<file path="src/design/smc_map.svh">
`ifndef SMC_MAP_SVH
`define SMC_MAP_SVH
`define SMC_CLK_HZ 125000000
`define SMC_SIMUL_MS 3000
`define SMC_OVR_MAX_MS 30000
`define SMC_OVR_REARM_MS 3000
`define SMC_RST_MIN_MS 250
`define SMC_RST_MAX_MS 2000
`define SMC_PULSE_US 50
`define SMC_PULSE_PERIOD_MS 150
`define SMC_RESP_SS_MS 10
`define SMC_RESP_RLY_MS 20
`define SMC_LAMP_MIN_MA 10
`define SMC_LAMP_MAX_MA 360
`define SMC_ERR_NONE 8'h00
`define SMC_ERR_CFG 8'h20
`define SMC_ERR_FEEDBACK 8'h30
`define SMC_ERR_LAMP 8'h40
`define SMC_ERR_MUTE_TIME 8'h50
`define SMC_FB_OFF 2'h0
`define SMC_FB_ONE 2'h1
`define SMC_FB_TWO 2'h2
`define SMC_CFG_W 8
`endif

</file>
<file path="src/design/smc_pkg.sv">
package smc_pkg;
   typedef enum logic [2:0] {
      SMC_ST_WAIT_RESET = 3'b000,
      SMC_ST_RUN = 3'b001,
      SMC_ST_MUTE = 3'b010,
      SMC_ST_TRIPPED = 3'b011,
      SMC_ST_OVERRIDE = 3'b100,
      SMC_ST_LOCKOUT = 3'b101
   } smc_state_t;
endpackage : smc_pkg

</file>
<file path="src/design/smc_core.sv">
`include "smc_map.svh"
module smc_core import smc_pkg::*; #(
   parameter int CLK_HZ = `SMC_CLK_HZ,
   parameter int SIMUL_MS = `SMC_SIMUL_MS,
   parameter int OVR_MAX_MS = `SMC_OVR_MAX_MS,
   parameter int OVR_REARM_MS = `SMC_OVR_REARM_MS,
   parameter int RST_MIN_MS = `SMC_RST_MIN_MS,
   parameter int RST_MAX_MS = `SMC_RST_MAX_MS,
   parameter int PULSE_US = `SMC_PULSE_US,
   parameter int PULSE_PERIOD_MS = `SMC_PULSE_PERIOD_MS,
   parameter int MS_CYCLES = CLK_HZ / 1000,
   parameter bit SOLID_STATE = 1'b1
) (
   input wire logic clock_in,
   input wire logic rst_in,
   input wire logic clk_en_in,
   input wire logic mutable_stop_chan_a_in,
   input wire logic mutable_stop_chan_b_in,
   input wire logic protective_stop_chan_a_in,
   input wire logic protective_stop_chan_b_in,
   input wire logic [3:0] mute_sensor_in,
   input wire logic mute_enable_input_in,
   input wire logic [1:0] override_in,
   input wire logic reset_input_in,
   input wire logic [1:0] external_feedback_monitor_in,
   input wire logic [`SMC_CFG_W-1:0] cfg_bank_a_in,
   input wire logic [`SMC_CFG_W-1:0] cfg_bank_b_in,
   input wire logic [8:0] lamp_current_ma_in,
   output logic [1:0] safety_output_out,
   output logic aux_output_out,
   output logic mute_lamp_output_out,
   output logic led_red_out,
   output logic led_green_out,
   output logic led_amber_out,
   output logic [13:0] input_led_out,
   output logic [7:0] display_out
);
   // config bits: 0 manual reset, 1 two-way, 2 lamp mon, 4:3 feedback, 6:5 mute time, 7 unused
   localparam int MS_W = 16;
   localparam int SUB_W = 17;
   localparam int PULSE_CYC = (PULSE_US * MS_CYCLES) / 1000 < 1 ? 1 :
      (PULSE_US * MS_CYCLES) / 1000;
   localparam int NIN = 14;

   initial begin
      if (MS_CYCLES < 2 || MS_CYCLES >= (1 << SUB_W)) $error("MS_CYCLES out of range");
      if (PULSE_US >= 100 || PULSE_PERIOD_MS <= 100) $error("test pulse timing invalid");
      if (RST_MIN_MS >= RST_MAX_MS) $error("reset window invalid");
   end

   // ************************************************
   // functions
   // ************************************************
   function automatic logic override_both(input logic [NIN-1:0] d);
      override_both = d[9] && d[10];
   endfunction : override_both

   function automatic logic [MS_W-1:0] mute_limit_ms(input logic [1:0] sel);
      case (sel)
         2'h0: mute_limit_ms = 16'h0000;
         2'h1: mute_limit_ms = 16'h7530;
         2'h2: mute_limit_ms = 16'hEA60;
         default: mute_limit_ms = 16'hFFFF;
      endcase
   endfunction : mute_limit_ms

   function automatic logic [MS_W-1:0] inc_sat(input logic [MS_W-1:0] v);
      inc_sat = (v == 16'hFFFF) ? v : v + 16'h0001;
   endfunction : inc_sat

   // ************************************************
   // state
   // ************************************************
   typedef struct packed {
      logic [NIN-1:0] s1;
      logic [NIN-1:0] s2;
      logic [NIN-1:0] s3;
      logic [NIN-1:0] din;
      smc_state_t st;
      logic [SUB_W-1:0] sub;
      logic [MS_W-1:0] simul_ms;
      logic simul_run;
      logic [MS_W-1:0] mute_ms;
      logic [MS_W-1:0] ovr_ms;
      logic [MS_W-1:0] ovr_open_ms;
      logic [MS_W-1:0] ovr_sim_ms;
      logic ovr_armed;
      logic [MS_W-1:0] rst_ms;
      logic lamp_fail;
      logic err50;
      logic [7:0] err;
      logic [MS_W-1:0] pls_ms;
      logic [SUB_W-1:0] pls_cyc;
      logic [1:0] out;
   } smc_reg_t;

   smc_reg_t state_reg;
   smc_reg_t state_next;

   logic [NIN-1:0] raw;
   logic ms_tick;
   logic ms_open;
   logic ps_open;
   logic any_sensor;
   logic pair1;
   logic pair2;
   logic rst_pulse;
   logic ovr_start;
   logic fb_bad;
   logic cfg_bad;
   logic lamp_bad;
   logic [MS_W-1:0] lim;
   logic mute_start;

   // ************************************************
   // input bit order
   // ************************************************
   // 0..3 stops, 4..7 sensors, 8 enable, 10:9 override, 11 reset, 13:12 feedback
   assign raw = {external_feedback_monitor_in,
      reset_input_in, override_in, mute_enable_input_in, mute_sensor_in,
      protective_stop_chan_b_in, protective_stop_chan_a_in,
      mutable_stop_chan_b_in, mutable_stop_chan_a_in};

   // ************************************************
   // next state
   // ************************************************
   always_comb begin
      state_next = state_reg;
      state_next.s1 = raw;
      state_next.s2 = state_reg.s1;
      state_next.s3 = state_reg.s2;
      for (int i = 0; i < NIN; i++) begin
         if (state_reg.s2[i] == state_reg.s3[i]) begin
            state_next.din[i] = state_reg.s3[i];
         end
      end
      ms_tick = state_reg.sub == SUB_W'(MS_CYCLES - 1);
      state_next.sub = ms_tick ? '0 : state_reg.sub + 1'b1;
      ms_open = !(state_reg.din[0] && state_reg.din[1]);
      ps_open = !(state_reg.din[2] && state_reg.din[3]);
      any_sensor = |state_reg.din[7:4];
      pair1 = state_reg.din[4] && state_reg.din[5];
      pair2 = state_reg.din[6] && state_reg.din[7];
      cfg_bad = cfg_bank_a_in != cfg_bank_b_in;
      lim = mute_limit_ms(cfg_bank_a_in[6:5]);
      lamp_bad = cfg_bank_a_in[2] && state_reg.st == SMC_ST_MUTE &&
         (lamp_current_ma_in < 9'(`SMC_LAMP_MIN_MA) ||
          lamp_current_ma_in > 9'(`SMC_LAMP_MAX_MA));
      case (cfg_bank_a_in[4:3])
         `SMC_FB_ONE: fb_bad = state_reg.out == 2'b00 && !state_reg.din[12];
         `SMC_FB_TWO: fb_bad = state_reg.out == 2'b00 && !(&state_reg.din[13:12]);
         default: fb_bad = 1'b0;
      endcase
      // reset pulse on release, hold time checked
      rst_pulse = state_reg.din[11] == 1'b0 && state_reg.rst_ms >= MS_W'(RST_MIN_MS) &&
         state_reg.rst_ms <= MS_W'(RST_MAX_MS);
      if (state_reg.din[11]) begin
         if (ms_tick) state_next.rst_ms = inc_sat(state_reg.rst_ms);
      end else begin
         state_next.rst_ms = '0;
      end
      // simultaneity window from first sensor of either pair
      if (!any_sensor) begin
         state_next.simul_run = 1'b0;
         state_next.simul_ms = '0;
      end else begin
         state_next.simul_run = 1'b1;
         if (ms_tick) state_next.simul_ms = inc_sat(state_reg.simul_ms);
      end
      mute_start = state_reg.din[8] && !state_reg.lamp_fail && !state_reg.err50 &&
         state_reg.simul_ms < MS_W'(SIMUL_MS) &&
         (pair1 || (cfg_bank_a_in[1] && pair2));
      // override arming: both open for rearm time
      if (state_reg.din[10:9] == 2'b00) begin
         if (ms_tick) state_next.ovr_open_ms = inc_sat(state_reg.ovr_open_ms);
         if (state_reg.ovr_open_ms >= MS_W'(OVR_REARM_MS)) state_next.ovr_armed = 1'b1;
      end else begin
         state_next.ovr_open_ms = '0;
      end
      // override simultaneity from first channel closed
      if (state_reg.din[10:9] == 2'b00) begin
         state_next.ovr_sim_ms = '0;
      end else if (ms_tick) begin
         state_next.ovr_sim_ms = inc_sat(state_reg.ovr_sim_ms);
      end
      ovr_start = state_reg.ovr_armed && override_both(state_reg.din) &&
         state_reg.ovr_sim_ms < MS_W'(SIMUL_MS) && any_sensor;
      if (state_reg.lamp_fail == 1'b0 && lamp_bad) state_next.lamp_fail = 1'b1;
      if (state_reg.err50 && !any_sensor && !ms_open) state_next.err50 = 1'b0;
      case (state_reg.st)
         SMC_ST_WAIT_RESET: begin
            if (!ms_open && !ps_open && (!cfg_bank_a_in[0] || rst_pulse)) begin
               state_next.st = SMC_ST_RUN;
            end
         end
         SMC_ST_RUN: begin
            if (ps_open) begin
               state_next.st = SMC_ST_WAIT_RESET;
            end else if (mute_start) begin
               state_next.st = SMC_ST_MUTE;
               state_next.mute_ms = lim;
            end else if (ms_open) begin
               state_next.st = SMC_ST_TRIPPED;
            end
         end
         SMC_ST_MUTE: begin
            if (ps_open) begin
               state_next.st = SMC_ST_WAIT_RESET;
            end else if (lim != 16'h0000 && state_reg.mute_ms == 16'h0000) begin
               state_next.err50 = 1'b1;
               state_next.st = ms_open ? SMC_ST_TRIPPED : SMC_ST_RUN;
            end else if (!any_sensor) begin
               state_next.st = ms_open ? SMC_ST_TRIPPED : SMC_ST_RUN;
            end else if (ms_tick && lim != 16'h0000) begin
               state_next.mute_ms = state_reg.mute_ms - 16'h0001;
            end
         end
         SMC_ST_TRIPPED: begin
            if (ovr_start && !ps_open) begin
               state_next.st = SMC_ST_OVERRIDE;
               state_next.ovr_ms = '0;
               state_next.ovr_armed = 1'b0;
            end else if (!ms_open && (!cfg_bank_a_in[0] || rst_pulse)) begin
               state_next.st = SMC_ST_RUN;
            end
         end
         SMC_ST_OVERRIDE: begin
            if (ms_tick) state_next.ovr_ms = inc_sat(state_reg.ovr_ms);
            if (ps_open || !override_both(state_reg.din) ||
               state_reg.ovr_ms >= MS_W'(OVR_MAX_MS)) begin
               state_next.st = SMC_ST_TRIPPED;
            end
         end
         SMC_ST_LOCKOUT: begin
            if (!cfg_bad && rst_pulse) state_next.st = SMC_ST_WAIT_RESET;
         end
         default: state_next.st = SMC_ST_LOCKOUT;
      endcase
      if (cfg_bad) begin
         state_next.st = SMC_ST_LOCKOUT;
         state_next.err = `SMC_ERR_CFG;
      end else if (fb_bad && state_reg.st != SMC_ST_WAIT_RESET) begin
         state_next.st = SMC_ST_LOCKOUT;
         state_next.err = `SMC_ERR_FEEDBACK;
      end else if (state_reg.st != SMC_ST_LOCKOUT) begin
         state_next.err = state_reg.err50 ? `SMC_ERR_MUTE_TIME :
            (state_reg.lamp_fail ? `SMC_ERR_LAMP : `SMC_ERR_NONE);
      end
      // test pulse timer
      if (ms_tick) state_next.pls_ms = state_reg.pls_ms + 16'h0001;
      if (state_reg.pls_ms >= MS_W'(PULSE_PERIOD_MS)) begin
         state_next.pls_ms = '0;
         state_next.pls_cyc = SUB_W'(PULSE_CYC);
      end else if (state_reg.pls_cyc != '0) begin
         state_next.pls_cyc = state_reg.pls_cyc - 1'b1;
      end
      state_next.out = (state_next.st == SMC_ST_RUN || state_next.st == SMC_ST_MUTE ||
         state_next.st == SMC_ST_OVERRIDE) ? 2'b11 : 2'b00;
   end

   always_ff @(posedge clock_in) begin
      if (rst_in) begin
         state_reg <= '0;
      end else if (clk_en_in) begin
         state_reg <= state_next;
      end
   end

   // ************************************************
   // outputs
   // ************************************************
   always_comb begin
      safety_output_out = state_reg.out;
      if (SOLID_STATE && state_reg.pls_cyc != '0) safety_output_out = 2'b00;
      aux_output_out = &state_reg.out;
      mute_lamp_output_out = state_reg.st == SMC_ST_MUTE;
      led_red_out = state_reg.st == SMC_ST_LOCKOUT || state_reg.out == 2'b00;
      led_green_out = state_reg.out == 2'b11;
      led_amber_out = state_reg.st == SMC_ST_WAIT_RESET || state_reg.st == SMC_ST_OVERRIDE;
      input_led_out = state_reg.din;
      display_out = state_reg.err != `SMC_ERR_NONE ? state_reg.err :
         (state_reg.st == SMC_ST_MUTE ? state_reg.mute_ms[15:8] : 8'h00);
   end

   // ************************************************
   // assertions
   // ************************************************
   chk_ps_off: assert property (@(posedge clock_in) disable iff (rst_in)
      clk_en_in && !(state_reg.din[2] && state_reg.din[3]) |=> state_reg.out == 2'b00)
      else $error("outputs on with protective stop open");
   chk_mute_hold: assert property (@(posedge clock_in) disable iff (rst_in)
      state_reg.st == SMC_ST_MUTE |-> state_reg.out == 2'b11)
      else $error("outputs off during mute");
   chk_cfg_lock: assert property (@(posedge clock_in) disable iff (rst_in)
      clk_en_in && cfg_bank_a_in != cfg_bank_b_in |=> state_reg.st == SMC_ST_LOCKOUT)
      else $error("no lockout on bank mismatch");
   chk_aux_follow: assert property (@(posedge clock_in) disable iff (rst_in)
      aux_output_out == (state_reg.out == 2'b11))
      else $error("aux differs from safety outputs");
   chk_err50_show: assert property (@(posedge clock_in) disable iff (rst_in)
      state_reg.err50 && state_reg.st != SMC_ST_LOCKOUT && clk_en_in && !cfg_bad && !fb_bad
      |=> display_out == `SMC_ERR_MUTE_TIME)
      else $error("mute time code missing");
   chk_mute_enable: assert property (@(posedge clock_in) disable iff (rst_in)
      $rose(state_reg.st == SMC_ST_MUTE) |-> $past(state_reg.din[8]))
      else $error("mute started without enable");
   chk_ovr_cause: assert property (@(posedge clock_in) disable iff (rst_in)
      $rose(state_reg.st == SMC_ST_OVERRIDE) |-> $past(state_reg.st) == SMC_ST_TRIPPED)
      else $error("override without trip");
   chk_ovr_end: assert property (@(posedge clock_in) disable iff (rst_in)
      state_reg.st == SMC_ST_OVERRIDE && clk_en_in && !override_both(state_reg.din)
      |=> state_reg.st != SMC_ST_OVERRIDE)
      else $error("override kept with channel open");
   chk_unmute_off: assert property (@(posedge clock_in) disable iff (rst_in)
      state_reg.st == SMC_ST_RUN && clk_en_in && !(state_reg.din[0] && state_reg.din[1])
      |=> state_reg.out != 2'b11 || state_reg.st == SMC_ST_MUTE)
      else $error("outputs on with mutable stop open");
endmodule : smc_core

</file>
<file path="config.mk">
export PLATFORM = sky130hd
export DESIGN_NAME = smc_core
export DESIGN_NICKNAME = d
export VERILOG_FILES = /design/src/design/smc_pkg.sv /design/src/design/smc_core.sv
export VERILOG_INCLUDE_DIRS = /design/src /design/src/design
export SDC_FILE = /design/constraint.sdc
export NUM_CORES = 1
export LEC_CHECK = 0
export BUFFER_PORTS_ARGS = -buffer_cell sky130_fd_sc_hd__clkbuf_2
export CAP_MARGIN = 20
export CORE_UTILIZATION = 25
export CTS_CLUSTER_SIZE = 10
export DETAILED_ROUTE_END_ITERATION = 12
export PLACE_DENSITY = 0.52
export SETUP_SLACK_MARGIN = 0.4
export SKIP_LAST_GASP = 1
export SYNTH_ARGS = -nofsm -noshare
export SYNTH_HDL_FRONTEND = slang
export SYNTH_SLANG_ARGS = --single-unit
</file>
<file path="constraint.sdc">
create_clock -name clock_in -period 2.2 [get_ports clock_in]
set_input_delay 0.44 -clock clock_in [delete_from_list [all_inputs] [get_ports clock_in]]
set_output_delay 0.44 -clock clock_in [all_outputs]
set_load 0.1 [all_outputs]
</file>
==> impl_metrics.toml, run 1 <==
[global_route]
grt_overflow = 0
antenna_found_initial = 0
grt_pass1_vias = 9580
grt_first_pass_wirelength_mm = 48.0
track_usage = 0.138
grt_max_degree = 60

[pwr]
powerDensity_nw_per_um2 = 632
p_leak_nw = 6.11
vdd_drop_max_mv = 0.485
p_total_w = 0.00987

[clocking]
cts_root_buffer = "clkbuf_16"
cts_max_level = 1
clock_latency_ps = 530
numCtsBuffers = 26
clk_pin_slew_worst_paths_ps = 60
clkSinkCount = 212
ctsHoldBuffers = 0
cts.path.max_buffers = 3
cts_tree = "yes"

[final_layout]
nets = 1579
drive_gt1_frac = 0.383
instances_no_fill = 2066
largest_reg_flops = 170
n_antenna_cell = 0
area_growth_pct = 51.0

[detailed_routing]
antenna_left = 0
routed_wl_mm = 30.1
num_vias = 9835
drc_errors = 0
via_per_inst = 4.76
drtIter0Drc = 519
drt-wirelength-per-cell_um = 14.6
first_pass_iters = 6

[status]
status = "complete, but fails checks"
violations = "setup timing"

[worst_hold_path]
hold_end = "state_next[197]"
holdPathStages = 3
min_path_type = "in2reg"
worstHoldStart = "mute_sensor_in[2]"

[synthesis]
yosys-top-cells-area = "dfxtp_1 (41%), nor2_1 (7.9%), xor2_1 (5.2%)"
ys_types = 70
yosysTopAreaCell = "dfxtp_1"
synth_top_family_by_area = "simple AND/OR/NAND/NOR gates"
synthArstFlopShare = 0
synth_area_um2 = 10300
netlist_instances = 1253
yosysWarningCount = 0
ys_seq_area_frac = 0.410
synthAdderAreaFrac = 0.0169
ys_dominant_reg_cell = "dfxtp_1"
muxShareOfSynthArea = 0.0426
synth_edf_count = 0
synthSimpleGateAreaFrac = 0.270
ys_ff_latch = 212
syn_nets = 1309
yosysTopAreaCellShare = 0.410
syn_avg_cell_area_um2 = 8.26
synth_compound_area_frac = 0.128
yosys.area_share.xor_xnor = 0.0897

[setup_path]
rr_worst_depth = 9
cp-start-kind = "register"
required_ps = 1760
rrSetupSlack_ps = -320
cp_num_buf_inv = 1
r2r-end = "state_reg[10]"
slowest_delay_ps = 530
slowest_stage = "or4_4"
cp_max_fo = 2
end_kind = "output pin"
path_class = "reg2out"
path_common_cell = "or4_4"
critical-path-top-delay-family = "simple AND/OR/NAND/NOR gates"
timing.rr.start = "state_reg[9]"
worstPathCellList = "or4_4 -> or4_4 -> nor4b_4 -> and2_4 -> buf_12"
cp.arrival_ps = 2500

[sta]
setup_violations = 45
worstMarginPinSlew_ps = 633
hold_viol = 0
slew_violations = 0
rsz0062_at_grt = "true"
fmax_ghz = 0.340
fin_ws_ps = -742
fin_crit_ps = 2940
timing.setup.tns_ps = -9340
relSlewSlack = 0.578
fin_crit_sh = 1.34
clock_skew_ps = 10.7

[floorplan]
fp.dieW_um = 205
core-area_um2 = 40800
row_count = 74
die_h_um = 205
start_util = 0.253
dieArea_um2 = 42200
io-pin-count = 71

[placed_design]
place.detailed.hpwl_mm = 19.8
io_buffers = 70
dp.cells = 1957
place_congestion = 0.832

[job]
cap_viol_max_count = 0
[layer usage]
layer,up-vias,global-route usage,routed length (µm)
met5,-,0,0
met3,56,0.0207,1130
met1,4687,0.176,13600
li1,4924,-,-
met4,0,0.0426,835
met2,168,0.237,14600
[placed cells by master, fill, tap and decap left out, drive strengths merged, types with 5 or more instances in the layout]
| cell type | count |
|---|---|
| o21a | 12 |
| a21o | 17 |
| or2 | 6 |
| buf | 253 |
| nor4b | 7 |
| a21oi | 65 |
| xnor2 | 45 |
| and4 | 6 |
| nor3 | 38 |
| nand4 | 37 |
| nand3 | 57 |
| o21ai | 56 |
| o2111ai | 5 |
| nand3b | 9 |
| o31ai | 6 |
| a31oi | 8 |
| or4 | 9 |
| a211oi | 8 |
| inv | 30 |
| nand2 | 98 |
| and2 | 16 |
| mux2i | 44 |
| and3 | 21 |
| dfxtp | 212 |
| clkbuf | 89 |
| nor4 | 14 |
| ha | 14 |
| nor3b | 7 |
| nor2 | 221 |
| xor2 | 61 |
| or3 | 13 |
[report_power, final]
part	internal (W)	total, W	switching, W
Sequential	0.00398	0.00408	0.000101
Combinational	0.000952	0.00189	0.000937
Clock	0.00227	0.00390	0.00162
[per-stage QoR]
stage          setup WS, ps   util  hold slack (ps)  instance area (µm²)
4_1_cts                -815  0.364              128                14900
3_3_place_gp           -333  0.319              443                13000
2_1_floorplan          -466      -              432                11000
3_5_place_dp           -350  0.319              444                13000
6_report               -742  0.383              145                15600
5_1_grt                -829  0.383              138                15600
[worst min-delay path: cells and delay by family]
family / cells / cell delay [ps]
buffers and inverters: 1 / 80
AND/OR/NAND/NOR: 1 / 70
multiplexers: 1 / 50
[synth_stat cells (8+ instances only)]
cell and count:
a21oi_1 65, clkbuf_1 40, o21ai_0 37, nand3b_1 9, and3_1 21, xor2_1 61
nor3_1 37, nand3_1 57, nand4_1 37, nand2_1 97, o21a_1 11, and2_1 16
buf_4 16, o21ai_1 19, nor4_1 13, xnor2_1 45, mux2i_1 44, inv_1 27
or3_1 13, a21o_1 17, nor2_1 217, ha_1 14, a211oi_1 8, dfxtp_1 212
[final cells by class]
| cell class | instances | area [µm²] |
|---|---|---|
| fillers | 4071 | 25200 |
| well taps | 532 | 666 |
| clock buffers | 37 | 732 |
| multi-input cells | 948 | 7040 |
| inverters | 30 | 115 |
| repair buffers | 305 | 2760 |
| clock inverters | 2 | 21.3 |
| flip-flops and latches | 212 | 4280 |
[how the worst max path moves through the flow]
stage | start | endpoint | cells after the start
after global placement | state_reg[9] | state_reg[9] | 8
after detailed placement | state_reg[9] | state_reg[9] | 8
final | state_reg[9] | safety_output_out[1] | 5
after CTS | state_reg[9] | safety_output_out[0] | 5
after global routing | state_reg[9] | safety_output_out[0] | 5
after floorplan | state_reg[9] | safety_output_out[1] | 5
[kinds of logic (layout without fill, tap and decap cells)]
family / after synthesis / after routing
flops: 212 / 212
buf+inv: 99 / 374
simple gates: 569 / 574
fa+ha+maj: 14 / 14
xor+xnor: 106 / 106
compound gates: 209 / 210
mux: 44 / 44
[timing repair]
action                     CTS  global route
setup endpoints to repair  166           169
setup buffers               38            25
pin swaps                  122           102
gates cloned                 6             1
resized for setup          164           137
Note: power is estimated with default switching activity, not from simulation.
==> run 2: changes to the inputs <==
--- a/config.mk
+++ b/config.mk
@@ -11,7 +11,7 @@
 export CORE_UTILIZATION = 25
 export CTS_CLUSTER_SIZE = 10
 export DETAILED_ROUTE_END_ITERATION = 12
-export PLACE_DENSITY = 0.52
+export PLACE_DENSITY = 0.51
 export SETUP_SLACK_MARGIN = 0.4
 export SKIP_LAST_GASP = 1
 export SYNTH_ARGS = -nofsm -noshare
==> constraint.sdc (replaced) <==
create_clock -name clock_in -period 3.1 [get_ports clock_in]
set_input_delay 0.62 -clock clock_in [delete_from_list [all_inputs] [get_ports clock_in]]
set_output_delay 0.62 -clock clock_in [all_outputs]
set_load 0.1 [all_outputs]
==> run 2 against run 1 <==
  * The flow now finishes without violations
  * Combinational power decreased by 54%
  * Routed wire length decreased by 14%
  * Clock power decreased by 28%
  * Count of clock-buffer cells in the layout increased by 1
  * Sequential power decreased by 29%
  * Die area unchanged
==> impl_metrics.toml, run 2 (same netlist as run 1, synthesis figures left out) <==
[status]
status = "complete, no violations"

[global_route]
track_usage = 0.121
grt_first_pass_wirelength_mm = 42.3
antenna_found_initial = 2
grt_pass1_vias = 8327
grt_overflow = 0
grt_max_degree = 51

[worst_hold_path]
min_path_type = "in2reg"

[placed_design]
io_buffers = 70
place_congestion = 0.780
placed_cell_area_um2 = 11400
place_ws_ps = 359
dp.cells = 1807
place.detailed.hpwl_mm = 18.0

[clocking]
clock_latency_ps = 530
clkSinkCount = 212
clk_pin_slew_worst_paths_ps = 60
cts_tree = "yes"
cts.path.max_buffers = 3
cts_max_level = 1
numCtsBuffers = 26
ctsHoldBuffers = 0
cts_root_buffer = "clkbuf_16"

[floorplan]
die_h_um = 205
core-area_um2 = 40800
start_util = 0.253
io-pin-count = 71
row_count = 74
dieArea_um2 = 42200
fp.dieW_um = 205

[final_layout]
layout_commonest_cell = "nor2_1"
postLayoutCoreUtil = 0.301
final_cell_mix = "nor2_1 (215), dfxtp_1 (207), nand2_1 (96)"
instances_no_fill = 1855
nets = 1367
area_growth_pct = 18.8
final_cell_area_um2 = 12300
largest_reg_flops = 170
drive_gt1_frac = 0.132

[job]
cap_viol_max_count = 0

[detailed_routing]
first_pass_iters = 5
num_vias = 8855
via_per_inst = 4.77
drtIter0Drc = 489
drt-wirelength-per-cell_um = 13.9
routed_wl_mm = 25.9
antenna_left = 0
drc_errors = 0

[sta]
fin_ws_ps = 23.2
slew_violations = 0
fin_crit_sh = 0.993
hold_viol = 0
clock_skew_ps = 19.4
setup_violations = 0
rsz0062_at_grt = "true"
worstMarginPinSlew_ps = 934
whs_ps = 319
relSlewSlack = 0.371
fin_crit_ps = 3080
fmax_ghz = 0.325

[setup_path]
cp-start-kind = "register"
worstPathCellList = "or4_4 -> or4_4 -> nor4b_4 -> and2_4 -> buf_12"
cp.arrival_ps = 2460
slowest_stage = "or4_4"
path_common_cell = "or4_4"
slowest_delay_ps = 530
path_class = "reg2out"
required_ps = 2480
cp_max_fo = 3
end_kind = "output pin"

[pwr]
vdd_drop_max_mv = 0.398
powerDensity_nw_per_um2 = 535
p_leak_nw = 4.63
-- run 2: worst paths after layout --
kind	slack, ps	startpoint	cells past startpoint	to
worst max register to register	470	state_reg[9]	10	state_reg[14]
worst min register to register	470	state_reg[190]	2	input_led_out[13]
worst min-delay path	320	mute_sensor_in[3]	3	state_next[198]
worst max-delay path	20	state_reg[9]	5	safety_output_out[1]
-- run 2: cell type report --
cell class	count	area (µm²)
sequential	212	4250
clock inverter	1	16.3
antenna	1	2.50
clock buffer	38	756
multi-input combinational	942	5750
tap	532	666
fill	4313	28500
timing repair buffer	99	736
inverter	30	113
-- run 2: metal layers --
metal / GRT usage / routed length [µm] / up-vias
li1: - / - / 4488
met1: 0.167 / 12800 / 4191
met2: 0.197 / 11500 / 146
met3: 0.0184 / 952 / 30
met4: 0.0283 / 520 / 0
met5: 0 / 0 / -
-- run 2: critical path, delay by kind of cell, from the launching register on --
| family | cells | cell delay [ps] |
|---|---|---|
| buffers and inverters | 1 | 170 |
| flip-flops | 1 | 320 |
| AND/OR/NAND/NOR | 4 | 1430 |
-- run 2: per-stage QoR --
| stage | total power [W] | TNS [ps] |
|---|---|---|
| floorplan | 0.00356 | 0 |
| global placement | 0.00373 | 0 |
| detailed placement | 0.00374 | 0 |
| CTS | 0.00661 | -86.8 |
| global route | 0.00690 | -126 |
| finish | 0.00657 | 0 |
-- run 2: what timing repair did --
action                     in CTS  in global routing
setup endpoints to repair      10                 39
setup buffers                   4                  4
gates resized for setup         7                 17
pin swaps                       1                  4
gates cloned                    0                  0
-- run 2: power by group --
group	leakage (nW)	total, W	internal (W)	switching, W
Sequential	1.72	0.00291	0.00282	0.0000846
Combinational	2.54	0.000878	0.000404	0.000474
Clock	0.378	0.00279	0.00166	0.00113
==> run 3: changes to the inputs <==
--- a/config.mk
+++ b/config.mk
@@ -6,6 +6,7 @@
 export SDC_FILE = /design/constraint.sdc
 export NUM_CORES = 1
 export LEC_CHECK = 0
+export ABC_AREA = 1
 export BUFFER_PORTS_ARGS = -buffer_cell sky130_fd_sc_hd__clkbuf_2
 export CAP_MARGIN = 20
 export CORE_UTILIZATION = 25
==> run 3 against run 2 <==
  * Global-route usage up 0.61 points
  * Routed wire length up 13%
  * Via count up 18%
  * Cell area up 5.2%
==> impl_metrics.toml, run 3 <==
[synthesis]
syn_nets = 1701
synth.most_common_cell = "nand2_1"
syn_avg_cell_area_um2 = 6.84
yosysTopAreaCellShare = 0.377
ys_types = 56
yosysTopAreaCell = "dfxtp_1"
synth_common_cells = "nand2_1 (298), nor2_1 (247), dfxtp_1 (212), inv_1 (180), a21oi_1 (155)"
yosysWarningCount = 0
yosys-top-cells-area = "dfxtp_1 (38%), nand2_1 (9.9%), nor2_1 (8.2%)"
ys_ff_latch = 212
synth_area_um2 = 11300
synth_edf_count = 0
synthArstFlopShare = 0
netlist_instances = 1645
ys_dominant_reg_cell = "dfxtp_1"
ys_seq_area_frac = 0.377

[sta]
fin_ws_ps = 522
worstMarginPinSlew_ps = 788
relSlewSlack = 0.475
setup_violations = 0
slew_violations = 0
rsz0062_at_grt = "true"
hold_viol = 0
clock_skew_ps = 7.03
fmax_ghz = 0.388
fin_crit_sh = 0.832
fin_crit_ps = 2580

[pwr]
p_leak_nw = 4.84
p_comb_frac = 0.174
p_total_w = 0.00672
switching_share = 0.292
seq_power_share = 0.447
p_int_w = 0.00476
clockPowerShare = 0.380
powerDensity_nw_per_um2 = 520
vdd_drop_max_mv = 0.257
p_switching_w = 0.00197

[clocking]
numCtsBuffers = 25
cts.path.max_buffers = 3
clkSinkCount = 212
cts_root_buffer = "clkbuf_16"
clock_latency_ps = 520
cts_tree = "yes"
ctsHoldBuffers = 0
cts_max_level = 1
clk_pin_slew_worst_paths_ps = 50

[setup_path]
rr_worst_depth = 11
rrSetupSlack_ps = 730
required_ps = 2480
startpoint = "state_reg[10]"
timing.rr.start = "input_led_out[3]"
cp.arrival_ps = 1960
crit_path_end = "safety_output_out[1]"
cp-start-kind = "register"
cp_max_fo = 4
end_kind = "output pin"
path_class = "reg2out"
r2r-end = "state_reg[100]"

[detailed_routing]
num_vias = 10500
antenna_left = 0
drtIter0Drc = 507
via_per_inst = 4.58
drt-wirelength-per-cell_um = 12.8
routed_wl_mm = 29.3
first_pass_iters = 6
drc_errors = 0

[global_route]
grt_overflow = 0
antenna_found_initial = 0
grt_max_degree = 68
grt_first_pass_wirelength_mm = 49.4
track_usage = 0.127
grt_pass1_vias = 9978

[floorplan]
die_h_um = 214
start_util = 0.254
io-pin-count = 71
dieArea_um2 = 45900
fp.dieW_um = 214
row_count = 77
core-area_um2 = 44300

[final_layout]
nets = 1746
drive_gt1_frac = 0.113
layout_commonest_cell = "nand2_1"
final_cell_mix = "nand2_1 (297), nor2_1 (246), dfxtp_1 (210)"
largest_reg_flops = 170
n_antenna_cell = 0
area_growth_pct = 14.9

[job]
cap_viol_max_count = 0

[placed_design]
place.detailed.hpwl_mm = 21.1
place_congestion = 0.865
place_ws_ps = 622
io_buffers = 70

[worst_hold_path]
min_path_type = "in2reg"

[status]
status = "complete, no violations"
[run 3: power by group through the flow]
stage          registers, W  logic [W]  clock network, W
6_report            0.00300    0.00117           0.00255
3_3_place_gp        0.00306    0.00112                 0
3_5_place_dp        0.00306    0.00113                 0
5_1_grt             0.00303    0.00133           0.00277
4_1_cts             0.00300    0.00117           0.00266
2_1_floorplan       0.00302   0.000888                 0
[run 3: logic make-up (layout without fill, tap and decap cells)]
| group | after synthesis | in the layout | synth area share |
|---|---|---|---|
| simple gates | 800 | 800 | 0.326 |
| compound gates | 321 | 321 | 0.153 |
| buf+inv | 256 | 305 | 0.0956 |
| flops | 212 | 212 | 0.377 |
| xor+xnor | 42 | 42 | 0.0327 |
| fa+ha+maj | 14 | 14 | 0.0156 |
[run 3: cell type report]
class	count	area [µm²]
fill	4912	31400
tap	592	741
multi-input combinational	1177	5960
inverter	195	734
clock buffer	31	668
timing repair buffer	79	583
sequential	212	4250
[run 3: repair_timing]
action	4_1_cts	5_1_grt
gates resized for setup	9	3
pin swaps	1	0
setup endpoints to repair	10	3
buffers inserted	1	0
[run 3: worst max-delay path, stage by stage, from the launching register on]
cell and delay, ps:
dfxtp_1 330, nor2_1 170, nand2_1 150, nor4_4 320, nand2_2 120, nor2_4 140
clkbuf_16 220
[run 3: worst min-delay path by stage]
stage                                    startpoint              end  slack (ps)  cells after the start
floorplan                            state_reg[159]   state_reg[159]         420                      1
finish              external_feedback_monitor_in[1]  state_next[204]         330                      3
global route        external_feedback_monitor_in[0]  state_next[203]         320                      3
CTS                 external_feedback_monitor_in[1]  state_next[204]         310                      3
global placement                      state_reg[27]    state_reg[27]         430                      2
detailed placement                    state_reg[27]    state_reg[27]         440                      2
[run 3: stage by stage]
stage / TNS, ps / util / cell area (µm²) / hold WS, ps / cells
after floorplan: -1.15 / - / 11300 / 423 / 1645
after global placement: 0 / 0.275 / 12200 / 433 / 2254
after detailed placement: 0 / 0.275 / 12200 / 440 / 2254
after CTS: 0 / 0.292 / 12900 / 305 / 2286
after global routing: 0 / 0.292 / 12900 / 323 / 2286
final: 0 / 0.292 / 12900 / 328 / 2286
[run 3: per-layer routing]
layer  track usage  vias up  wire (µm)
met5             0        -          0
li1              -     5480          -
met2         0.210      166      13200
met3        0.0200       42       1090
met1         0.169     4791      14300
met4        0.0390        0        692
